`src/shared/rtp_regs.svh`:
```
// Timing counts and reset values of the reset sequencer
`ifndef RTP_REGS_SVH
`define RTP_REGS_SVH
// Power-up timer nominal time, milliseconds
`define RTP_POWERUP_TIMER_MS      96
// Oscillator start-up timer length, oscillator periods
`define RTP_OST_PERIODS  11'h400
`define RTP_OST_W        11
// Reset vector loaded into the program counter
`define RTP_RESET_VECTOR 16'h0000
// Flag pattern after power-on: power_on, brownout, timeout, powerdown
`define RTP_FLAGS_POR    4'h3
`endif

```
`src/shared/rtp_pkg.sv`:
```
// Types shared by the reset sequencer
package rtp_pkg;
  typedef enum logic [1:0] {
    PH_ONE, PH_TWO, PH_THREE, PH_FOUR
  } rtp_phase_type;
  typedef enum logic [1:0] {
    XT_CRYSTAL_MODE, LOW_FREQ_MODE, EXT_CLOCK_MODE, RC_OSC_MODE
  } rtp_osc_mode_type;
  typedef enum logic [2:0] {
    RS_POR, RS_MASTER_CLEAR_N_WAIT, RS_TIMING, RS_RUN,
    RS_MASTER_CLEAR_N, RS_WDT, RS_SLEEP, RS_WAKE
  } rtp_state_type;
  // Reset cause flags, read by software
  typedef struct packed {
    logic power_on_flag;
    logic brownout_flag;
    logic timeout_flag;
    logic powerdown_flag;
  } rtp_flags_type;
  // External bus strobe pins, value and enable
  typedef struct packed {
    logic address_latch_strobe_o;
    logic address_latch_strobe_oe;
    logic output_enable_strobe_o;
    logic output_enable_strobe_oe;
    logic write_strobe_o;
    logic write_strobe_oe;
  } rtp_strobe_type;
endpackage : rtp_pkg

```
`src/core/rtp_reset_seq.sv`:
```
// Reset sequencer, phase generator and reset cause flags
`timescale 1ns/100ps
`default_nettype none
`include "rtp_regs.svh"
module rtp_reset_seq #(
  parameter int PC_W  = 16,
  parameter int IW    = 16,
  parameter int RC_HZ = 32000,
  parameter int POWERUP_TIMER_W = 16
) (
  input  wire logic                      mclk,
  input  wire logic                      srst,
  input  wire logic                      ce,
  input  wire logic                      osc_input_pin,
  input  wire logic                      osc_valid,
  input  wire logic                      master_clear_n,
  input  wire logic                      por_detect,
  input  wire logic                      supply_ok,
  input  wire logic                      rc_slow_clk,
  input  wire rtp_pkg::rtp_osc_mode_type osc_mode,
  input  wire logic                      brownout_enable,
  input  wire logic                      ext_exec_mode,
  input  wire logic                      wdt_timeout,
  input  wire logic                      sleep_enter,
  input  wire logic                      wake_irq,
  input  wire logic                      clear_watchdog_instr,
  input  wire logic [1:0]                power_flag_set,
  input  wire logic                      branch_req,
  input  wire logic [PC_W-1:0]           branch_target,
  input  wire logic [IW-1:0]             instr_word,
  output var  rtp_pkg::rtp_phase_type    phase,
  output var  logic [PC_W-1:0]           program_counter,
  output var  logic [IW-1:0]             instruction_register,
  output var  logic                      exec_valid,
  output var  logic                      data_read_strobe,
  output var  logic                      data_write_strobe,
  output var  logic                      dev_reset,
  output var  logic                      core_hold,
  output var  logic                      ddr_force,
  output var  rtp_pkg::rtp_strobe_type   bus_strobes,
  output var  rtp_pkg::rtp_flags_type    cpu_status_reg
);
  // Power-up timer terminal count, rounded up to whole slow ticks
  localparam logic [POWERUP_TIMER_W-1:0] POWERUP_TIMER_TICKS =
    POWERUP_TIMER_W'((`RTP_POWERUP_TIMER_MS * RC_HZ + 999) / 1000);

  logic [5:0]                pin_s;
  logic                      osc_s, oscv_s, master_clear_n_s, por_s, sup_s, rc_s;
  logic                      osc_d_reg, rc_d_reg, osc_rise, rc_rise;
  rtp_pkg::rtp_state_type    st_reg, st_next;
  rtp_pkg::rtp_flags_type    fl_reg, fl_next;
  logic                      wake_rst_reg, wake_rst_next;
  logic [POWERUP_TIMER_W-1:0]         powerup_timer_reg, powerup_timer_next;
  logic [`RTP_OST_W-1:0]     ost_reg, ost_next;
  logic                      powerup_timer_done, ost_done, bor_trip, slow_osc;
  logic                      in_reset;
  rtp_pkg::rtp_phase_type    ph_reg, ph_next;
  logic [PC_W-1:0]           pc_reg, pc_next;
  logic [IW-1:0]             ir_reg, ir_next;
  logic                      ev_reg, ev_next, hold_inc_reg, hold_inc_next;
  logic                      ddr_reg, ddr_next, tick, take_branch;

  // All pins cross into mclk here before any use
  rtp_sync #(.W(6)) u_sync (
    .mclk (mclk),
    .srst (srst),
    .ce   (ce),
    .d    ({osc_input_pin, osc_valid, master_clear_n,
            por_detect, supply_ok, rc_slow_clk}),
    .q    (pin_s)
  );
  assign {osc_s, oscv_s, master_clear_n_s, por_s, sup_s, rc_s} = pin_s;

  // Edge detection on the synchronised pins
  assign osc_rise = osc_s & ~osc_d_reg;
  assign rc_rise  = rc_s & ~rc_d_reg;

  assign powerup_timer_done = (powerup_timer_reg == POWERUP_TIMER_TICKS);
  assign ost_done  = (ost_reg == `RTP_OST_PERIODS);
  assign bor_trip  = brownout_enable & ~sup_s;
  assign slow_osc  = (osc_mode == rtp_pkg::XT_CRYSTAL_MODE) ||
                     (osc_mode == rtp_pkg::LOW_FREQ_MODE);
  // Interrupt wake holds the core but is no reset
  assign in_reset  = (st_reg == rtp_pkg::RS_POR) ||
                     (st_reg == rtp_pkg::RS_MASTER_CLEAR_N_WAIT) ||
                     (st_reg == rtp_pkg::RS_TIMING) ||
                     (st_reg == rtp_pkg::RS_MASTER_CLEAR_N) ||
                     (st_reg == rtp_pkg::RS_WDT) ||
                     ((st_reg == rtp_pkg::RS_WAKE) && wake_rst_reg);
  assign core_hold = in_reset || (st_reg == rtp_pkg::RS_SLEEP) ||
                     (st_reg == rtp_pkg::RS_WAKE);

  // Reset sequence and cause flags; hardware events beat software sets
  always_comb begin
    st_next       = st_reg;
    fl_next       = fl_reg;
    wake_rst_next = wake_rst_reg;
    if (st_reg == rtp_pkg::RS_RUN) begin
      fl_next.power_on_flag = fl_reg.power_on_flag | power_flag_set[1];
      fl_next.brownout_flag = fl_reg.brownout_flag | power_flag_set[0];
    end
    if (!por_s) begin
      st_next = rtp_pkg::RS_POR;
      fl_next = `RTP_FLAGS_POR;
    end else if (bor_trip) begin
      st_next = rtp_pkg::RS_POR;
      fl_next.brownout_flag  = 1'b0;
      fl_next.timeout_flag   = 1'b1;
      fl_next.powerdown_flag = 1'b1;
    end else begin
      case (st_reg)
        rtp_pkg::RS_POR: begin
          if (master_clear_n_s) st_next = rtp_pkg::RS_TIMING;
          else st_next = rtp_pkg::RS_MASTER_CLEAR_N_WAIT;
        end
        rtp_pkg::RS_MASTER_CLEAR_N_WAIT: begin
          if (master_clear_n_s) st_next = rtp_pkg::RS_TIMING;
        end
        rtp_pkg::RS_TIMING: begin
          if (powerup_timer_done && ost_done) st_next = rtp_pkg::RS_RUN;
        end
        rtp_pkg::RS_RUN: begin
          if (!master_clear_n_s) begin
            st_next = rtp_pkg::RS_MASTER_CLEAR_N;
            wake_rst_next = 1'b0;
            fl_next.timeout_flag   = 1'b1;
            fl_next.powerdown_flag = 1'b1;
          end else if (wdt_timeout) begin
            st_next = rtp_pkg::RS_WDT;
            fl_next.timeout_flag   = 1'b0;
            fl_next.powerdown_flag = 1'b1;
          end else if (sleep_enter) begin
            st_next = rtp_pkg::RS_SLEEP;
            fl_next.timeout_flag   = 1'b1;
            fl_next.powerdown_flag = 1'b0;
          end else if (clear_watchdog_instr) begin
            fl_next.timeout_flag   = 1'b1;
            fl_next.powerdown_flag = 1'b1;
          end
        end
        rtp_pkg::RS_MASTER_CLEAR_N: begin
          if (master_clear_n_s && wake_rst_reg) st_next = rtp_pkg::RS_WAKE;
          else if (master_clear_n_s) st_next = rtp_pkg::RS_RUN;
        end
        rtp_pkg::RS_WDT: st_next = rtp_pkg::RS_RUN;
        rtp_pkg::RS_SLEEP: begin
          if (!master_clear_n_s) begin
            st_next = rtp_pkg::RS_MASTER_CLEAR_N;
            wake_rst_next = slow_osc;
            fl_next.timeout_flag   = 1'b1;
            fl_next.powerdown_flag = 1'b0;
          end else if (wdt_timeout) begin
            st_next = slow_osc ? rtp_pkg::RS_WAKE : rtp_pkg::RS_WDT;
            wake_rst_next = 1'b1;
            fl_next.timeout_flag   = 1'b0;
            fl_next.powerdown_flag = 1'b0;
          end else if (wake_irq) begin
            st_next = slow_osc ? rtp_pkg::RS_WAKE : rtp_pkg::RS_RUN;
            wake_rst_next = 1'b0;
          end
        end
        rtp_pkg::RS_WAKE: begin
          if (ost_done) st_next = rtp_pkg::RS_RUN;
        end
        default: st_next = rtp_pkg::RS_POR;
      endcase
    end
  end

  // Timers run side by side; start-up timer needs a valid oscillator
  always_comb begin
    powerup_timer_next = '0;
    ost_next  = '0;
    if (st_reg == rtp_pkg::RS_TIMING && !powerup_timer_done)
      powerup_timer_next = powerup_timer_reg + POWERUP_TIMER_W'(rc_rise);
    else if (st_reg == rtp_pkg::RS_TIMING)
      powerup_timer_next = powerup_timer_reg;
    if ((st_reg == rtp_pkg::RS_TIMING || st_reg == rtp_pkg::RS_WAKE) &&
        !ost_done)
      ost_next = ost_reg + `RTP_OST_W'(osc_rise & oscv_s);
    else if (st_reg == rtp_pkg::RS_TIMING || st_reg == rtp_pkg::RS_WAKE)
      ost_next = ost_reg;
  end

  always_ff @(posedge mclk) begin
    if (srst) begin
      st_reg       <= rtp_pkg::RS_POR;
      fl_reg       <= `RTP_FLAGS_POR;
      wake_rst_reg <= 1'b0;
      powerup_timer_reg     <= '0;
      ost_reg      <= '0;
      osc_d_reg    <= 1'b0;
      rc_d_reg     <= 1'b0;
    end else if (ce) begin
      st_reg       <= st_next;
      fl_reg       <= fl_next;
      wake_rst_reg <= wake_rst_next;
      powerup_timer_reg     <= powerup_timer_next;
      ost_reg      <= ost_next;
      osc_d_reg    <= osc_s;
      rc_d_reg     <= rc_s;
    end
  end

  // Phase generator and fetch/execute pipeline
  assign tick        = osc_rise && !core_hold;
  assign take_branch = tick && ph_reg == rtp_pkg::PH_FOUR &&
                       ev_reg && branch_req;
  always_comb begin
    ph_next       = ph_reg;
    pc_next       = pc_reg;
    ir_next       = ir_reg;
    ev_next       = ev_reg;
    hold_inc_next = hold_inc_reg;
    ddr_next      = in_reset;
    if (in_reset) begin
      pc_next       = `RTP_RESET_VECTOR;
      ev_next       = 1'b0;
      hold_inc_next = 1'b1;
    end
    if (core_hold) begin
      ph_next = rtp_pkg::PH_ONE;
    end else if (tick) begin
      ph_next = rtp_pkg::rtp_phase_type'(ph_reg + 2'h1);
      if (ph_reg == rtp_pkg::PH_ONE) begin
        if (!hold_inc_reg) pc_next = pc_reg + PC_W'(1);
        hold_inc_next = 1'b0;
      end
      if (take_branch) begin
        pc_next       = branch_target;
        hold_inc_next = 1'b1;
        ev_next       = 1'b0;
      end else if (ph_reg == rtp_pkg::PH_FOUR) begin
        ir_next = instr_word;
        ev_next = 1'b1;
      end
    end
  end

  // Instruction register has no reset, so its contents survive resets
  always_ff @(posedge mclk) begin
    if (ce) ir_reg <= ir_next;
  end

  always_ff @(posedge mclk) begin
    if (srst) begin
      ph_reg       <= rtp_pkg::PH_ONE;
      pc_reg       <= `RTP_RESET_VECTOR;
      ev_reg       <= 1'b0;
      hold_inc_reg <= 1'b1;
      ddr_reg      <= 1'b1;
    end else if (ce) begin
      ph_reg       <= ph_next;
      pc_reg       <= pc_next;
      ev_reg       <= ev_next;
      hold_inc_reg <= hold_inc_next;
      ddr_reg      <= ddr_next;
    end
  end

  // Strobes and outputs; bus pins released when not in reset
  always_comb begin
    bus_strobes = '0;
    if (in_reset && ext_exec_mode) begin
      bus_strobes.address_latch_strobe_oe = 1'b1;
      bus_strobes.output_enable_strobe_o  = 1'b1;
      bus_strobes.output_enable_strobe_oe = 1'b1;
      bus_strobes.write_strobe_o          = 1'b1;
      bus_strobes.write_strobe_oe         = 1'b1;
    end
  end
  assign data_read_strobe  = !core_hold && ev_reg &&
                             ph_reg == rtp_pkg::PH_TWO;
  assign data_write_strobe = !core_hold && ev_reg &&
                             ph_reg == rtp_pkg::PH_FOUR;
  assign phase                = ph_reg;
  assign program_counter      = pc_reg;
  assign instruction_register = ir_reg;
  assign exec_valid           = ev_reg;
  assign dev_reset            = in_reset;
  assign ddr_force            = ddr_reg;
  assign cpu_status_reg       = fl_reg;
endmodule : rtp_reset_seq
`default_nettype wire

```
`src/core/rtp_sync.sv`:
```
// Two-flop synchroniser for asynchronous pin inputs
`timescale 1ns/100ps
`default_nettype none
module rtp_sync #(
  parameter int W = 1
) (
  input  wire logic         mclk,
  input  wire logic         srst,
  input  wire logic         ce,
  input  wire logic [W-1:0] d,
  output var  logic [W-1:0] q
);
  logic [W-1:0] meta_reg;
  logic [W-1:0] meta_next;
  logic [W-1:0] q_next;

  // Only the second stage reads the first
  always_comb begin
    meta_next = d;
    q_next    = meta_reg;
  end

  always_ff @(posedge mclk) begin
    if (srst) begin
      meta_reg <= '0;
      q        <= '0;
    end else if (ce) begin
      meta_reg <= meta_next;
      q        <= q_next;
    end
  end
endmodule : rtp_sync
`default_nettype wire

```
`config.mk`:
```
export PLATFORM = sky130hd
export DESIGN_NAME = rtp_reset_seq
export DESIGN_NICKNAME = d
export VERILOG_FILES = /design/src/shared/rtp_pkg.sv /design/src/core/rtp_reset_seq.sv /design/src/core/rtp_sync.sv
export VERILOG_INCLUDE_DIRS = /design/src /design/src/shared
export SDC_FILE = /design/constraint.sdc
export NUM_CORES = 1
export LEC_CHECK = 0
export ABC_CLOCK_PERIOD_IN_PS = 1700
export BUFFER_PORTS_ARGS = -buffer_cell sky130_fd_sc_hd__buf_2
export CAP_MARGIN = 5
export CORE_MARGIN = 10
export CORE_UTILIZATION = 30
export DETAILED_ROUTE_END_ITERATION = 10
export PLACE_DENSITY = 0.48
export RECOVER_POWER = 50
export SKIP_LAST_GASP = 1
export SYNTH_ARGS = -nofsm -noshare
export SYNTH_HDL_FRONTEND = slang
export SYNTH_SLANG_ARGS = --single-unit
```
`constraint.sdc`:
```
create_clock -name mclk -period 1.7 [get_ports mclk]
set_input_delay 0.17 -clock mclk [delete_from_list [all_inputs] [get_ports mclk]]
set_output_delay 0.17 -clock mclk [all_outputs]
set_load 0.02 [all_outputs]
```
* Word level (Yosys, flattened, before mapping) *
Cells that the tools add are included.

cells by class
  reductions and logical operators = 39
  add/sub/neg operators = 4
  eq/ne operators = 27
  bitwise gates (word level) = 12
  multiplexer cells = 57

operators with widths
  cell                                             number
  two-way mux 16 bit                               8
  two-way mux 3 bit                                15
  two-way mux 2 bit                                12
  case mux 3 bit (8 select lines)                  1
  two-way mux 11 bit                               2
  adder 16 x 1 -> 16 bit                           1
  adder 16 x 1 -> 16 bit, second input constant    1
  == test 16 x 12 -> 1 bit, second input constant  1
  two-way mux 1 bit                                16
  != test 4 bit, second input constant             4
  logical AND 1 bit                                13
  == test 3 bit, second input constant             4
  != test 6 bit, second input constant             2
  adder 11 x 1 -> 11 bit                           1
  == test 11 bit, second input constant            1
  AND reduction 2 bit                              5
  logical OR 1 bit                                 9
  != test 7 bit, second input constant             1
  AND reduction 7 bit                              1
  == test 3 x 2 -> 1 bit, second input constant    2
  NOT 1 bit                                        6
  AND reduction 6 bit                              1
  two-way mux 5 bit                                1
  != test 5 x 4 -> 1 bit, second input constant    1
  19 further kinds                                 30

word-level totals
  input port bits = 52
  output and inout bits = 50
  logic and storage cells = 157
  register bits after elaboration = 86

* Logic depth before layout (Yosys ltp) *
  depth in word-level cells = 16
  mapped depth = 9
  gate-level depth less buffers = 9

* Cells and area by module *
A second synthesis with hierarchy kept.

second synthesis, totals
  cell total of the unflattened synthesis = 503
  area total of the unflattened synthesis = 4375.4 um^2

modules (own cells, without submodules)
  module         area an instance (um^2)  times used  cells each
  rtp_reset_seq  3955.0                   1           465
  rtp_sync       420.4                    1           38

* Least setup slack after synthesis *
Ideal clock, no wire load.

  path kind = reg2reg
  from = register ph_reg[0], in the netlist phase[0]
  to = register ir_reg[0], in the netlist instruction_register[0], enable pin
  stages on the path, launching flop included = 5
  path slack = -0.270 ns
  setup time = 0.375 ns
  arrival = 1.595 ns
  path buffers = 0
  required time = 1.325 ns
  path through = dfxtp_1 ha_1 and3_1 nor3_1 and2_1

on the way
  word-level cells in the longest chain between the ends = 6

RTL lines
  item                               line                                        text
  start, declared                    rtp_reset_seq.sv:57                         rtp_pkg::rtp_phase_type ph_reg, ph_next;
  start signal, assigned             rtp_reset_seq.sv:247                        ph_reg <= rtp_pkg::PH_ONE;
  start signal, assigned             rtp_reset_seq.sv:253                        ph_reg <= ph_next;
  == test 2 bit (*)                  rtp_reset_seq.sv:207, rtp_reset_seq.sv:233
  logical AND 1 bit (2 in a row)     rtp_reset_seq.sv:207                        assign take_branch = tick && ph_reg == rtp_pkg::PH_FOUR &&
  logical AND 1 bit                  rtp_reset_seq.sv:208                        ev_reg && branch_req;
  NOT 1 bit (no line)                n/a
  AND reduction 5 bit (no line) (*)  n/a
  end signal, assigned               rtp_reset_seq.sv:242                        if (ce) ir_reg <= ir_next;
  end, declared                      rtp_reset_seq.sv:59                         logic [IW-1:0] ir_reg, ir_next;

Every way passes the cells marked *; elsewhere a longest branch is shown, timed or not.
A chain may end at the register's enable or synchronous reset.

* Final worst setup path *
  from = register powerup_timer_reg[11]
  to = register powerup_timer_reg[2]

on the way
  word-level cells in the longest chain between the ends = 5
  elaborated cells between the ends (all ways) = 6

RTL lines
  item                              line                  text
  start, declared                   rtp_reset_seq.sv:53   logic [POWERUP_TIMER_W-1:0] powerup_timer_reg, powerup_timer_next;
  start signal, assigned            rtp_reset_seq.sv:198  powerup_timer_reg <= powerup_timer_next;
  == test 16 x 12 -> 1 bit (*)      rtp_reset_seq.sv:78   assign powerup_timer_done = (powerup_timer_reg == POWERUP_TIMER_TICKS);
  zero test 1 bit (*)               rtp_reset_seq.sv:174  if (st_reg == rtp_pkg::RS_TIMING && !powerup_timer_done)
  logical AND 1 bit (*)             rtp_reset_seq.sv:174
  != test 2 x 1 -> 1 bit (no line)  n/a
  AND reduction 2 bit (no line)     n/a

Marks and branches as above.

==> flow_metrics.tcl <==
set metrics [dict create \
    startpoint_type "flop" \
    yosysTopAreaCell "dfxtp_1" \
    cp.required_ps 1930 \
    status "complete, but fails checks" \
    initial_core_util 0.309 \
    wl_per_cell_um 16.8 \
    period_needed_ps 1760 \
    die_y_um 140 \
    ant_nets 0 \
    wirelength_um 14900 \
    core_area_sq_um 14000 \
    final.setup.tns_ps -167 \
    seq_area_frac_synth 0.433 \
    timing.final.crit_share 1.04 \
    globalRoute.totalOverflow 0 \
    yosys_warnings 0 \
    crit_type "reg -> reg" \
    worst_pin_slew_ps 1100 \
    cts.sinks 86 \
    ys_ff_latch 86 \
    regToRegSetupSlack_ps -60 \
    dr.first_iter.drc_count 242 \
    synth_area_leaders "dfxtp_1, edfxtp_1, nor2_1, mux2i_1, a21oi_1" \
    firstDrtPassIters 5 \
    pin_count 102 \
    grtUsageTotal 0.145 \
    antennaDiodeCount 0 \
    synth_edf_count 16 \
    grt_max_degree 27 \
    cts_root_buf "clkbuf_16" \
    pre_cts_ws_ps -145 \
    syn2layout_area_growth_pct 53.9 \
    worst_hold_slack_ps 57.3 \
    cp.arrival_ps 1990 \
    regToRegStartpoint "powerup_timer_reg[11]" \
    hp-class "in -> reg" \
    critPathMaxFanout 4 \
    fin_worst_skew_ps 7.19 \
    slowest_delay_ps 350 \
    slowest_stage "dfxtp_2" \
    crit_top_cell "buf_4" \
    maxCapViolations 0 \
    synth_top_area_share 0.323 \
    p_per_area_nw_per_um2 685 \
    cts_buffer_depth 2 \
    cts_tree "done" \
    vdd_ir_drop_max_mv 0.561 \
    layout_setup_ws_ps -62.7 \
    max_freq_mhz 567 \
    rr_worst_depth 7 \
    syn_area_sq_um 4340 \
    fin_cells 886 \
    r2r_end "powerup_timer_reg[2]" \
    yosys_most_used_dff "dfxtp_1" \
    setup_violations 13 \
    cp-endpoint "powerup_timer_reg[2]" \
    clk_pin_slew_worst_paths_ps 70 \
    crit_path_end_kind "flop" \
    rows 43 \
    layout-drive-gt1-share 0.388 \
    antenna_found_initial 0 \
    nets 761 \
    synth_nets 553 \
    slew_headroom 0.265 \
    dp_cells 844 \
    drc 0 \
    routabilityCongestion 0.879 \
    place_hpwl_um 10900 \
    startpoint "powerup_timer_reg[11]" \
    synth_cells 493 \
    grt_pass1_vias 4534 \
    rsz0062_at_grt "yes" \
    final-hold-violation-count 0 \
    violations "negative setup slack" \
    dieArea_sq_um 19700 \
    ys_types 59 \
    grt_pass1_wl_um 23700 \
    worstPathCellList "nor4bb_4 -> nand4_1 -> buf_4 -> o211ai_1 -> buf_4 -> xor2_2 -> nor2_1" \
    slew_violations 0 \
    leakage_nw 2.56 \
    async_reset_ff_frac 0 \
    portBuffers 99 \
    fin_util 0.476 \
    numCtsBuffers 9 \
    htreeDepth 3 \
    via_per_inst 5.03 \
    dr_total_vias 4461 \
    clkLatencyLatePin_ps 350 \
    die-width_um 140 \
    synth_area_per_cell_sq_um 8.81 \
]
-- cells by family (layout without fill, tap and decap cells) --
group,after synthesis,count (layout),share of synthesized area
AND/OR/NAND/NOR,189,189,0.227
AO/OA/AOI/OAI,132,132,0.200
flip-flops,86,86,0.433
buffers and inverters,45,258,0.0470
XOR/XNOR,16,16,0.0323
multiplexers,16,16,0.0372
adder cells (fa/ha/maj),8,8,0.0231
other,1,1,0.000864
-- layout by cell type (no fill, tap or decap), drive strengths merged, types with 11 or more instances in the layout --
cell / n
a21oi: 29
a22oi: 13
and3: 11
buf: 180
clkbuf: 40
dfxtp: 70
dlygate4sd3: 16
edfxtp: 16
inv: 17
mux2i: 15
nand2: 28
nand3: 23
nand4: 13
nor2: 50
nor3: 13
o21ai: 30
xor2: 13
-- layer usage --
layer / wire length [um] / vias up / global-route usage
met5: 0 / - / 0
met4: 185 / 0 / 0.0495
met3: 697 / 13 / 0.0368
met2: 6710 / 104 / 0.220
met1: 7280 / 2102 / 0.195
li1: - / 2242 / -
-- area by class of cell --
cell class              instances  area, sq um
clock buffers                   9          225
clock inverters                 7          105
fillers                      1397         7360
inverters                      15         63.8
multi-input cells             362         2640
flip-flops and latches         86         1900
well taps                     180          225
repair buffers                227         1520
-- worst max-delay path, delay by kind of cell, from the launching register on --
family,cells,cell delay [ps]
buffers and inverters,2,390
xor gates and xnor gates,1,140
and+or+nand+nor,3,550
DFF,1,350
AOI/OAI and AO/OA,1,230
-- metrics by stage --
step	area, sq um	power [mW]
CTS	6430	4.63
detailed placement	5720	2.37
finish	6680	4.58
floorplan	4370	2.26
global route	6680	4.75
global placement	5720	2.37
-- how the worst min path moves through the flow --
stage	startpoint	end	slack, ps	depth (start not counted)
2_1_floorplan	instr_word[0]	instruction_register[0]	270	0
3_3_place_gp	instr_word[2]	instruction_register[2]	350	1
3_5_place_dp	instr_word[12]	instruction_register[12]	350	1
4_1_cts	osc_input_pin	u_sync.meta_reg[5]	40	3
5_1_grt	osc_input_pin	u_sync.meta_reg[5]	60	3
6_report	por_detect	u_sync.meta_reg[2]	60	3
-- cells in the mapped netlist (3+ instances only) --
cell,instances
clkbuf_1,20
o2111ai_1,3
o21ai_1,4
nor2b_1,8
nand2b_1,6
nor3_1,13
a22oi_1,13
o31ai_1,3
xor2_1,13
edfxtp_1,16
nand3b_1,3
a22o_1,3
nand3_1,23
nand4_1,13
o211ai_1,7
buf_4,6
nor2_1,49
a2bb2oi_1,3
o22ai_1,6
a211oi_1,4
nand2_1,28
o21a_1,6
a31oi_1,6
xnor2_1,3
mux2i_1,15
ha_1,8
or3_1,7
a21oi_1,29
a311o_1,3
nor4_1,6
dfxtp_1,70
o21ai_0,26
inv_1,14
and3_1,11
and2_1,7
nor4bb_1,3
or4_1,3
-- what timing repair did --
| action | CTS | global route |
|---|---|---|
| buffers inserted | 8 | 2 |
| setup endpoints to repair | 32 | 48 |
| resized for setup | 49 | 62 |
| hold buffers | 16 | 0 |
| cloned | 1 | 0 |
| hold endpoints to repair | 16 | 0 |
| pin swaps | 11 | 34 |
-- power breakdown --
| part | switching (mW) | internal [mW] | total (mW) |
|---|---|---|---|
| clock | 0.899 | 1.31 | 2.21 |
| combinational | 0.144 | 0.134 | 0.279 |
| sequential | 0.00920 | 2.08 | 2.09 |
Note: power is estimated with default switching activity, not from simulation.
